==> src/core/pump_ctrl_pkg.sv <==
// Package: constants and types for the pump control mode logic
package pump_ctrl_pkg;

  // ----------------------------------------------------------------
  // Register map (word aligned byte addresses)
  // ----------------------------------------------------------------
  localparam logic [7:0] ADDR_CTRL   = 8'h00;
  localparam logic [7:0] ADDR_CIN0   = 8'h04;
  localparam logic [7:0] ADDR_CIN1   = 8'h08;
  localparam logic [7:0] ADDR_LEVEL0 = 8'h0C;
  localparam logic [7:0] ADDR_LEVEL1 = 8'h10;
  localparam logic [7:0] ADDR_STATUS = 8'h14;

  // ----------------------------------------------------------------
  // Field positions
  // ----------------------------------------------------------------
  localparam int CTRL_MODE_LSB  = 0;   // 2 bits: configured mode
  localparam int CTRL_COMBINED  = 2;   // 1: combined evaluation
  localparam int CTRL_TWO_INPUT = 3;   // 1: two control inputs used
  localparam int CTRL_REMOTE    = 4;   // remote run command
  localparam int CIN_SRC_ANALOG = 0;   // 1: analog value source
  localparam int CIN_NEGATIVE   = 1;   // 1: negative polarity
  localparam int CIN_CHAN_LSB   = 4;   // 2 bits: channel select
  localparam int CIN_HYST_LSB   = 8;   // 7 bits: hysteresis percent

  // ----------------------------------------------------------------
  // Sizes and reset values
  // ----------------------------------------------------------------
  localparam int NUM_ANALOG   = 4;
  localparam int NUM_SWITCH   = 4;
  localparam int NUM_LOCAL    = 1;
  localparam int VALUE_W      = 16;
  localparam int HYST_W       = 7;
  localparam logic [31:0] CTRL_RESET  = 32'h0000_0000;
  localparam logic [31:0] CIN_RESET   = 32'h0000_0000;
  localparam logic [31:0] LEVEL_RESET = 32'h0000_0000;
  localparam logic [6:0]  PERCENT_DIV = 7'h64;

  typedef enum logic [1:0] {
    CFG_REMOTE     = 2'h0,
    CFG_AUTONOMOUS = 2'h1,
    CFG_LOCAL      = 2'h2
  } cfg_mode_t;

  typedef enum logic [2:0] {
    ST_REMOTE     = 3'b001,
    ST_AUTONOMOUS = 3'b010,
    ST_LOCAL      = 3'b100
  } op_state_t;

endpackage

==> src/core/pv_control_input.sv <==
// One process-variable control input with hysteresis and polarity
`timescale 1ns/1ps
module pv_control_input
  import pump_ctrl_pkg::*;
(
  input  wire logic               core_clk_i,
  input  wire logic               rst_i,
  input  wire logic               src_analog_i,
  input  wire logic               negative_i,
  input  wire logic [HYST_W-1:0]  hyst_pct_i,
  input  wire logic [VALUE_W-1:0] level_i,
  input  wire logic [VALUE_W-1:0] value_i,
  input  wire logic               switch_i,
  output logic                    run_o
);

  logic [VALUE_W+HYST_W-1:0] prod;
  logic [VALUE_W:0]          band;
  logic [VALUE_W+1:0]        upper;
  logic [VALUE_W+1:0]        lower;
  logic                      above_q;
  logic                      above_d;
  logic                      raw;

  // ----------------------------------------------------------------
  // Thresholds
  // ----------------------------------------------------------------
  assign prod  = level_i * hyst_pct_i;
  // Band may exceed the level above 100 percent; widths avoid a wrap
  assign band  = (VALUE_W+1)'(prod / PERCENT_DIV);
  assign upper = {2'b00, level_i} + {1'b0, band};
  // Lower threshold may go negative; a sign bit keeps compare correct
  assign lower = {2'b00, level_i} - {1'b0, band};

  // A threshold change also flips state once the value lies beyond the new threshold
  always_comb begin
    above_d = above_q;
    if ({2'b00, value_i} > upper) begin
      above_d = 1'b1;
    end else if (!lower[VALUE_W+1] && {2'b00, value_i} < lower) begin
      above_d = 1'b0;
    end
  end

  always_ff @(posedge core_clk_i) begin
    if (rst_i) begin
      above_q <= 1'b0;
    end else begin
      above_q <= above_d;
    end
  end

  assign raw   = src_analog_i ? above_q : switch_i;
  assign run_o = negative_i ? ~raw : raw;

endmodule

==> src/core/pump_control_mode_logic.sv <==
// Pump control mode selection with Wishbone register access
//
// Functional notes
// - Analog channels carry sensor values, switch channels carry on/off levels.
// - While bypass is on, detected trips are ignored and operation continues.
// - Manual override takes commands from local inputs as in local mode.
// - Under override the pump runs only with control input conditions met.
// - Three modes: remote, autonomous, local each pick the command source.
// - Autonomous uses one or two inputs, each analog or switch sourced.
// - In autonomous mode degraded status affects nothing.
// - In local mode run needs local command and control conditions met.
// - Remote falls to local on degraded or override, returns when both clear.
// - Autonomous falls to local on override, returns on release.
// - Each input has a source and a polarity selection.
// - Analog inputs use level plus and minus a hysteresis percentage.
// - Hysteresis changes take effect at once on the thresholds and can flip state.
// - Positive polarity runs above upper or on high switch.
// - Negative polarity inverts the positive result.
// - Separate evaluation runs when any input reports on.
// - Combined evaluation runs only when both inputs request run.
`timescale 1ns/1ps
module pump_control_mode_logic
  import pump_ctrl_pkg::*;
(
  input  wire logic                          core_clk_i,
  input  wire logic                          rst_i,
  // Wishbone classic slave
  input  wire logic                          wb_cyc_i,
  input  wire logic                          wb_stb_i,
  input  wire logic                          wb_we_i,
  input  wire logic [7:0]                    wb_adr_i,
  input  wire logic [3:0]                    wb_sel_i,
  input  wire logic [31:0]                   wb_dat_i,
  output logic      [31:0]                   wb_dat_o,
  output logic                               wb_ack_o,
  output logic                               wb_err_o,
  // Field side
  input  wire logic [NUM_ANALOG*VALUE_W-1:0] process_variable_i,
  input  wire logic [NUM_SWITCH-1:0]         process_switch_i,
  input  wire logic [NUM_LOCAL-1:0]          local_run_i,
  input  wire logic                          manual_override_i,
  input  wire logic                          bypass_i,
  input  wire logic                          degraded_i,
  input  wire logic                          trip_i,
  output logic                               pump_run_o,
  output logic                               trip_o,
  output logic [2:0]                         op_state_o
);

  // ----------------------------------------------------------------
  // Input synchronisers
  // ----------------------------------------------------------------
  logic [NUM_ANALOG*VALUE_W-1:0] pv_s1_q;
  logic [NUM_ANALOG*VALUE_W-1:0] pv_s2_q;
  logic [NUM_SWITCH-1:0]         sw_s1_q;
  logic [NUM_SWITCH-1:0]         sw_s2_q;
  logic [4:0]                    misc_s1_q;
  logic [4:0]                    misc_s2_q;
  logic                          local_run;
  logic                          override;
  logic                          bypass;
  logic                          degraded;
  logic                          trip;

  // Analog words are assumed held stable by the I/O module between
  // updates; per-bit sync of a moving word could tear a sample.
  always_ff @(posedge core_clk_i) begin
    if (rst_i) begin
      pv_s1_q <= '0;
      pv_s2_q <= '0;
    end else begin
      pv_s1_q <= process_variable_i;
      pv_s2_q <= pv_s1_q;
    end
  end

  always_ff @(posedge core_clk_i) begin
    if (rst_i) begin
      sw_s1_q <= '0;
      sw_s2_q <= '0;
    end else begin
      sw_s1_q <= process_switch_i;
      sw_s2_q <= sw_s1_q;
    end
  end

  // Order: local run, override, bypass, degraded, trip
  always_ff @(posedge core_clk_i) begin
    if (rst_i) begin
      misc_s1_q <= '0;
      misc_s2_q <= '0;
    end else begin
      misc_s1_q <= {local_run_i[0], manual_override_i, bypass_i,
                    degraded_i, trip_i};
      misc_s2_q <= misc_s1_q;
    end
  end

  assign local_run = misc_s2_q[4];
  assign override  = misc_s2_q[3];
  assign bypass    = misc_s2_q[2];
  assign degraded  = misc_s2_q[1];
  assign trip      = misc_s2_q[0];

  // ----------------------------------------------------------------
  // Registers
  // ----------------------------------------------------------------
  logic [31:0] ctrl_q;
  logic [31:0] cin_q   [2];
  logic [31:0] level_q [2];
  logic        wb_req;
  logic        wr_en;
  logic        addr_ok;

  assign wb_req = wb_cyc_i && wb_stb_i && !wb_ack_o && !wb_err_o;
  assign addr_ok = (wb_adr_i == ADDR_CTRL)   || (wb_adr_i == ADDR_CIN0) ||
                   (wb_adr_i == ADDR_CIN1)   ||
                   (wb_adr_i == ADDR_LEVEL0) ||
                   (wb_adr_i == ADDR_LEVEL1) ||
                   (wb_adr_i == ADDR_STATUS);
  assign wr_en  = wb_req && wb_we_i && addr_ok;

  // Unselected byte lanes keep their old contents
  function automatic logic [31:0] merge(input logic [31:0] old,
                                        input logic [31:0] nw,
                                        input logic [3:0]  sel);
    logic [31:0] res;
    res = old;
    for (int b = 0; b < 4; b++) begin
      if (sel[b]) begin
        res[b*8 +: 8] = nw[b*8 +: 8];
      end
    end
    return res;
  endfunction

  always_ff @(posedge core_clk_i) begin
    if (rst_i) begin
      ctrl_q <= CTRL_RESET;
    end else if (wr_en && wb_adr_i == ADDR_CTRL) begin
      ctrl_q <= merge(ctrl_q, wb_dat_i, wb_sel_i);
    end
  end

  always_ff @(posedge core_clk_i) begin
    if (rst_i) begin
      cin_q[0] <= CIN_RESET;
      cin_q[1] <= CIN_RESET;
    end else if (wr_en) begin
      case (wb_adr_i)
        ADDR_CIN0: begin
          cin_q[0] <= merge(cin_q[0], wb_dat_i, wb_sel_i);
        end
        ADDR_CIN1: begin
          cin_q[1] <= merge(cin_q[1], wb_dat_i, wb_sel_i);
        end
        default: begin
        end
      endcase
    end
  end

  always_ff @(posedge core_clk_i) begin
    if (rst_i) begin
      level_q[0] <= LEVEL_RESET;
      level_q[1] <= LEVEL_RESET;
    end else if (wr_en) begin
      case (wb_adr_i)
        ADDR_LEVEL0: begin
          level_q[0] <= merge(level_q[0], wb_dat_i, wb_sel_i);
        end
        ADDR_LEVEL1: begin
          level_q[1] <= merge(level_q[1], wb_dat_i, wb_sel_i);
        end
        default: begin
        end
      endcase
    end
  end

  // ----------------------------------------------------------------
  // Control inputs
  // ----------------------------------------------------------------
  logic [1:0] cin_run;

  for (genvar g = 0; g < 2; g++) begin : g_cin
    logic [1:0]         chan;
    logic [VALUE_W-1:0] value;
    logic               sw;
    assign chan  = cin_q[g][CIN_CHAN_LSB +: 2];
    assign value = pv_s2_q[chan*VALUE_W +: VALUE_W];
    assign sw    = sw_s2_q[chan];
    pv_control_input u_cin (
      .core_clk_i   (core_clk_i),
      .rst_i        (rst_i),
      .src_analog_i (cin_q[g][CIN_SRC_ANALOG]),
      .negative_i   (cin_q[g][CIN_NEGATIVE]),
      .hyst_pct_i   (cin_q[g][CIN_HYST_LSB +: HYST_W]),
      .level_i      (level_q[g][VALUE_W-1:0]),
      .value_i      (value),
      .switch_i     (sw),
      .run_o        (cin_run[g])
    );
  end

  logic two_inputs;
  logic cond_ok;

  assign two_inputs = ctrl_q[CTRL_TWO_INPUT];

  always_comb begin
    if (!two_inputs) begin
      cond_ok = cin_run[0];
    end else if (ctrl_q[CTRL_COMBINED]) begin
      cond_ok = cin_run[0] && cin_run[1];
    end else begin
      cond_ok = cin_run[0] || cin_run[1];
    end
  end

  // ----------------------------------------------------------------
  // Mode selection
  // ----------------------------------------------------------------
  cfg_mode_t cfg_mode;
  op_state_t state_q;
  op_state_t state_d;

  assign cfg_mode = cfg_mode_t'(ctrl_q[CTRL_MODE_LSB +: 2]);

  always_comb begin
    case (cfg_mode)
      CFG_REMOTE: begin
        state_d = (degraded || override) ? ST_LOCAL : ST_REMOTE;
      end
      CFG_AUTONOMOUS: begin
        // Degraded status deliberately not consulted here
        state_d = override ? ST_LOCAL : ST_AUTONOMOUS;
      end
      CFG_LOCAL: begin
        state_d = ST_LOCAL;
      end
      // Spare mode code falls back to local control
      default: begin
        state_d = ST_LOCAL;
      end
    endcase
  end

  always_ff @(posedge core_clk_i) begin
    if (rst_i) begin
      state_q <= ST_REMOTE;
    end else begin
      state_q <= state_d;
    end
  end

  // ----------------------------------------------------------------
  // Run command and trip handling
  // ----------------------------------------------------------------
  logic run_d;

  always_comb begin
    case (state_q)
      ST_REMOTE: begin
        run_d = ctrl_q[CTRL_REMOTE];
      end
      ST_AUTONOMOUS: begin
        run_d = cond_ok;
      end
      // Override lands here too, so both need the input conditions
      ST_LOCAL: begin
        run_d = local_run && cond_ok;
      end
      default: begin
        run_d = 1'b0;
      end
    endcase
    // Trip gate sits after the mode choice so no source escapes it
    if (trip && !bypass) begin
      run_d = 1'b0;
    end
  end

  always_ff @(posedge core_clk_i) begin
    if (rst_i) begin
      pump_run_o <= 1'b0;
      trip_o     <= 1'b0;
      op_state_o <= ST_REMOTE;
    end else begin
      pump_run_o <= run_d;
      trip_o     <= trip && !bypass;
      op_state_o <= state_d;
    end
  end

  // ----------------------------------------------------------------
  // Bus answer
  // ----------------------------------------------------------------
  logic [31:0] rd_data;

  always_comb begin
    case (wb_adr_i)
      ADDR_CTRL: begin
        rd_data = ctrl_q;
      end
      ADDR_CIN0: begin
        rd_data = cin_q[0];
      end
      ADDR_CIN1: begin
        rd_data = cin_q[1];
      end
      ADDR_LEVEL0: begin
        rd_data = level_q[0];
      end
      ADDR_LEVEL1: begin
        rd_data = level_q[1];
      end
      // Live view: state, bypass, trip, run, condition, input runs
      ADDR_STATUS: begin
        rd_data = {23'h00_0000, cin_run, cond_ok,
                   pump_run_o, trip_o, bypass, state_q};
      end
      default: begin
        rd_data = 32'h0000_0000;
      end
    endcase
  end

  // The ack term in wb_req keeps a held strobe from a second take

  always_ff @(posedge core_clk_i) begin
    if (rst_i) begin
      wb_ack_o <= 1'b0;
      wb_err_o <= 1'b0;
      wb_dat_o <= 32'h0000_0000;
    end else begin
      wb_ack_o <= wb_req && addr_ok;
      wb_err_o <= wb_req && !addr_ok;
      wb_dat_o <= (wb_req && !wb_we_i) ? rd_data : 32'h0000_0000;
    end
  end

endmodule

==> config.mk <==
export PLATFORM = sky130hd
export DESIGN_NAME = pump_control_mode_logic
export DESIGN_NICKNAME = d
export VERILOG_FILES = /design/src/core/pump_ctrl_pkg.sv /design/src/core/pv_control_input.sv /design/src/core/pump_control_mode_logic.sv
export SDC_FILE = /design/constraint.sdc
export NUM_CORES = 1
export LEC_CHECK = 0
export BUFFER_PORTS_ARGS = -buffer_cell sky130_fd_sc_hd__buf_2
export CAP_MARGIN = 20
export CORE_UTILIZATION = 45
export CTS_CLUSTER_DIAMETER = 100
export DETAILED_ROUTE_END_ITERATION = 8
export PLACE_DENSITY = 0.66
export SLEW_MARGIN = 15
export SYNTH_ARGS = -nofsm -noshare
export SYNTH_HDL_FRONTEND = slang
export SYNTH_HIERARCHICAL = 1
export SYNTH_SLANG_ARGS = --single-unit
==> constraint.sdc <==
create_clock -name core_clk_i -period 29.3 [get_ports core_clk_i]
set_clock_uncertainty 0.05 [all_clocks]
set_input_delay 0 -clock core_clk_i [delete_from_list [all_inputs] [get_ports core_clk_i]]
set_output_delay 0 -clock core_clk_i [all_outputs]
set_load 0.01 [all_outputs]
== After elaboration in Yosys (flattened, before gate mapping) ==
Memories as Yosys holds them, arrays and structs flattened.
Cells that the tools add are included.

* Register bits after elaboration: 219
* Bits in writable memories: 128
* Bits of input ports: 122
* Output and inout bits: 39
* Word-level logic and storage cells: 195
* Memories kept: 2

* Add/sub/neg operators: 4
* Multiply operators: 2
* Divide/modulo/power cells: 2
* $lt $le $gt $ge: 6
* Equality and inequality tests: 9
* Shift-type cells: 2
* Mux-type cells: 105
* Bitwise gates (word level): 7
* Reduce and logical (&&, ||, !) cells: 38

{| class="wikitable"
|+ Memory list
! memory !! words !! bits a word !! read ports !! clocked after memory_dff !! write ports !! RTL line !! text
|-
| cin_q || 2 || 32 || 2 || 0 || 2 || pump_control_mode_logic.sv:109 || <nowiki>logic [31:0] cin_q [2];</nowiki>
|-
| level_q || 2 || 32 || 2 || 0 || 2 || pump_control_mode_logic.sv:110 || <nowiki>logic [31:0] level_q [2];</nowiki>
|}

{| class="wikitable"
|+ Operator list
! operator !! number
|-
| $mux W8 || 64
|-
| $pmux W32 S6 || 1
|-
| $mux W32 || 4
|-
| $shiftx A64 B7 Y16 || 2
|-
| $div A23 B7 Y23 const B || 2
|-
| $mul A16 B7 Y23 || 2
|-
| $add A16 B17 Y18 || 2
|-
| $gt A16 B18 Y1 || 2
|-
| $lt A16 B18 Y1 || 2
|-
| $sub A16 B17 Y18 || 2
|-
| $mux W1 || 30
|-
| $eq A8 B4 Y1 const B || 2
|-
| $eq A8 B5 Y1 const B || 2
|-
| $logic_and A1 B1 Y1 || 14
|-
| $eq A8 B3 Y1 const B || 1
|-
| $logic_not A8 Y1 || 1
|-
| $reduce_and A2 Y1 || 4
|-
| $logic_not A1 Y1 || 7
|-
| $logic_or A1 B1 Y1 || 7
|-
| $lt A2 B3 Y1 const B || 2
|-
| $mux W3 || 2
|-
| $pmux W3 S2 || 1
|-
| $bmux W1 S2 || 2
|-
| $or A1 B1 Y1 || 4
|-
| 9 further kinds || 13
|}

== Depth between registers and ports, before layout ==
* Depth after elaboration: 11
* Mapped depth: 89
* Mapped depth without buffers: 79

== Modules after synthesis ==
Netlist, hierarchy kept.

{| class="wikitable"
|+ Modules (own cells, without submodules)
! module !! times used !! cells an instance !! area an instance (um^2) !! sequential area each (um^2)
|-
| pump_control_mode_logic || 1 || 975 || 12879.9 || 8187.9
|-
| pv_control_input at g_cin[0].u_cin || 1 || 1234 || 9564.2 || 20.0
|-
| pv_control_input at g_cin[1].u_cin || 1 || 1220 || 9492.9 || 20.0
|}

== Least setup slack after synthesis ==
OpenSTA, ideal clock, no wires.

* Path kind: register -> register
* Start: mem cin_q[1][11], in the netlist cin_q[0][43]
* End: reg g_cin[1].u_cin.above_q
* Data arrival time: 16.813 ns
* Required time: 29.185 ns
* Slack: 12.372 ns
* Stages on the path, launching flop included: 73
* Path buffers: 2
* Period minus slack after synthesis: 16.928 ns
* Cells stage by stage: edfxtp_1 > clkbuf_1 > and2_1 > fa_1 > inv_1 > fa_1 > inv_1 > fa_1 > inv_1 > fa_1 > inv_1 > ha_1 > nor2b_1 > a311o_1 > a21oi_4 > mux2_2 > nand2_1 > clkbuf_1 > [37 not listed] > o21bai_1 > a21oi_1 > o21bai_1 > a21oi_1 > o21bai_1 > a21oi_1 > o21bai_1 > a21oi_1 > o21bai_1 > a21oi_1 > xor2_1 > ha_1 > o21ai_0 > nand2b_1 > a21oi_1 > a2111oi_0 > a21oi_1 > nor2_1

{| class="wikitable"
|+ RTL lines
! element !! RTL line !! text
|-
| start, declared || pump_control_mode_logic.sv:109 ||
|-
| end signal, assigned || pv_control_input.sv:49 || <nowiki>above_q <= above_d;</nowiki>
|-
| end, declared || pv_control_input.sv:21 || <nowiki>logic above_q;</nowiki>
|}

==> results.yml <==
drt:
  first_pass_iters: 5
  ant_nets: 0
  drcViolationCount: 0
  routed-via-count: 26589
  initialDrtViolationCount: 1960
  totalWireLength_mm: 89.3
  wl_per_cell_um: 19.5
  vias_per_cell: 5.80
worst_hold_path:
  min_to: "cin_q[0][54]$_SDFFCE_PP0P_"
  hold_depth: 2
  hp-class: "primary input to flop"
  min_from: "wb_sel_i[2]"
sta:
  fin_crit_sh: 0.672
  setup_viol: 0
  whs_ps: 25.3
  max_freq_mhz: 50.8
  worst_pin_slew_ps: 1070
  fin_setup_tns_ps: 0
  hold_viol_final: 0
  finalMaxSlewViolations: 0
  rsz0062_at_grt: "false"
  relSlewSlack: 0.285
  fin_crit_ps: 19690
worst_setup_path:
  max_stage_delay_ps: 710
  end_kind: "flop"
  cp.arrival_ps: 20040
  cp_data_required_time_ps: 29660
  crit_path_frequent_cell: "a21oi_1"
  r2r-end: "g_cin[1].u_cin/above_q$_SDFFE_PP0P_"
  rr_startpoint: "level_q[0][34]$_SDFFCE_PP0P_"
  startpoint_type: "flop"
  path_max_fanout: 12
  critPathSlowestCell: "a2bb2oi_1"
  reg2reg_slack_ps: 9610
  critical_path_class: "flop to flop"
  r2r_cells: 70
clocking:
  clockRootBuffer: "clkbuf_16"
  cts_inserted_buffers: 35
  cts_buffer_depth: 3
  path_clk_slew_ps: 70
  clock_latency_ps: 570
  cts.sinks: 347
  cts_tree: "built"
  h-tree-depth: 2
synth:
  synth_cell_types: 153
  ys_ff_latch: 347
  syn_area_sq_um: 31900
  syn_inst: 3429
  yosys_warnings: 6
  yosysSeqAreaShare: 0.258
  ys.flop_type: "dfxtp_1"
  avgSynthCellArea_sq_um: 9.31
  synth_area_leaders: "dfxtp_1, edfxtp_1, fa_1"
  synth_fp_nets: 3903
  synth_edf_count: 128
  async_flop_share: 0
  yosysMostFrequentCell: "and2_1"
  synth_top_area_share: 0.137
  synth_common_cells: "and2_1, a21oi_1, dfxtp_1, nand2_1, ha_1"
  yosys.area.top_type: "dfxtp_1"
final_layout:
  multi_input_area_sq_um: 22100
  stdcell_area_sq_um: 35800
  nFillCells: 6511
  syn_to_final_growth_pct: 12.0
  finish.net_count: 4092
  drive_above_1_share: 0.129
  ff_latch_area_sq_um: 8230
floorplan:
  die_h_um: 268
  fp.coreArea_sq_um: 70100
  start_util: 0.455
  die-area_sq_um: 72000
  dieWidth_um: 268
  ioPinCount: 161
  num_rows: 97
status:
  outcome: "finished, final reports clean"
grt:
  grtUsageTotal: 0.249
  antenna_found_initial: 4
  grt_pass1_wl_mm: 143
  grt_pass1_vias: 25602
  grt_overflow: 0
  grt_max_degree: 93
place:
  port_buffers: 160
  place_hpwl_mm: 68.4
  gp_congestion: 0.947
  dpl_cell_area_sq_um: 33300
run:
  cap_violations: 0
[cell type report]
type	instances	share of cell area
multi-input combinational	2717	0.618
timing repair buffer	306	0.0622
clock inverter	9	0.00392
tap	940	0.0329
clock buffer	55	0.0303
sequential	347	0.230
inverter	211	0.0221
antenna	3	0.000210
[state kept, by name, indices dropped and copies added (netlist names), 2 cells and up]
name	cells
sw_s2_q	4
g_cin.u_cin/above_q	2
level_q	64
pv_s1_q	64
wb_dat_o	32
sw_s1_q	4
misc_s1_q	5
cin_q	64
ctrl_q	32
misc_s2_q	5
pv_s2_q	64
op_state_o	3
[through the flow]
stage	std cells	util	setup WS, ps
3_5_place_dp	4392	0.474	9940
3_3_place_gp	4392	0.474	10180
2_1_floorplan	3429	-	12370
6_report	4588	0.510	9610
5_1_grt	4587	0.510	7950
4_1_cts	4584	0.510	9920
[worst max-delay path by stage]
stage | slack, ps | start | to | cells after the start
after detailed placement | 9940 | cin_q[0][43]$_SDFFCE_PP0P_ | g_cin[1].u_cin/above_q$_SDFFE_PP0P_ | 70
after CTS | 9920 | level_q[0][33]$_SDFFCE_PP0P_ | g_cin[1].u_cin/above_q$_SDFFE_PP0P_ | 70
final | 9610 | level_q[0][34]$_SDFFCE_PP0P_ | g_cin[1].u_cin/above_q$_SDFFE_PP0P_ | 70
after global routing | 7950 | level_q[0][33]$_SDFFCE_PP0P_ | g_cin[1].u_cin/above_q$_SDFFE_PP0P_ | 70
after floorplan | 12370 | cin_q[0][43]$_SDFFCE_PP0P_ | g_cin[1].u_cin/above_q$_SDFFE_PP0P_ | 72
after global placement | 10180 | level_q[0][33]$_SDFFCE_PP0P_ | g_cin[1].u_cin/above_q$_SDFFE_PP0P_ | 70
[layout by cell type (no fill, tap or decap), types with 18 or more instances in the layout]
cell and count:
a21oi_1 245, o211ai_1 36, nand3_1 49, o21ai_0 106
mux4_2 42, o21bai_1 50, a211oi_1 24, fa_1 142
edfxtp_1 128, nor2b_1 176, a21o_1 66, or3_1 39
xnor2_1 97, and3_1 19, nand2b_1 29, xor2_1 34
mux2i_1 55, o21a_1 21, dfxtp_1 219, clkbuf_16 37
ha_1 210, a31oi_1 21, and2_1 260, a221oi_1 31
mux2_2 30, nand2_1 219, o21ai_1 34, buf_4 18
nor3_1 64, nand4_1 24, inv_1 208, nor2_1 171
buf_2 159, dlygate4sd3_1 128
[logic make-up after synthesis]
kind of cell | Yosys count | share of synthesized area
multiplexers | 129 | 0.0582
buffers and inverters | 365 | 0.0498
AO/OA/AOI/OAI | 931 | 0.220
XOR/XNOR | 137 | 0.0393
AND/OR/NAND/NOR | 1159 | 0.201
flip-flops | 347 | 0.258
adder cells (fa/ha/maj) | 361 | 0.174
[worst max-delay path, delay by kind of cell (launching register included)]
family / cells / cell delay (ps)
fa+ha+maj: 8 / 3420
buf+inv: 3 / 310
xor+xnor: 3 / 490
compound gates: 42 / 11090
simple gates: 14 / 3510
flops: 1 / 650
[repair_timing]
item | 4_1_cts | 5_1_grt
endpoints found under the setup margin | 0 | 0
hold endpoints to repair | 245 | 0
gates resized for setup | 0 | 0
hold buffers | 128 | 0
setup buffers | 0 | 0
[per-layer routing]
layer | global-route usage | wire length, um | vias up
met4 | 0.0582 | 1970 | 2
met1 | 0.351 | 41300 | 12945
met5 | 0 | 13 | -
li1 | - | - | 12763
met3 | 0.0304 | 4950 | 113
met2 | 0.405 | 41100 | 766
Power is not shown: default switching activity piles up to over one toggle a cycle in this logic, so the estimate is an artifact.
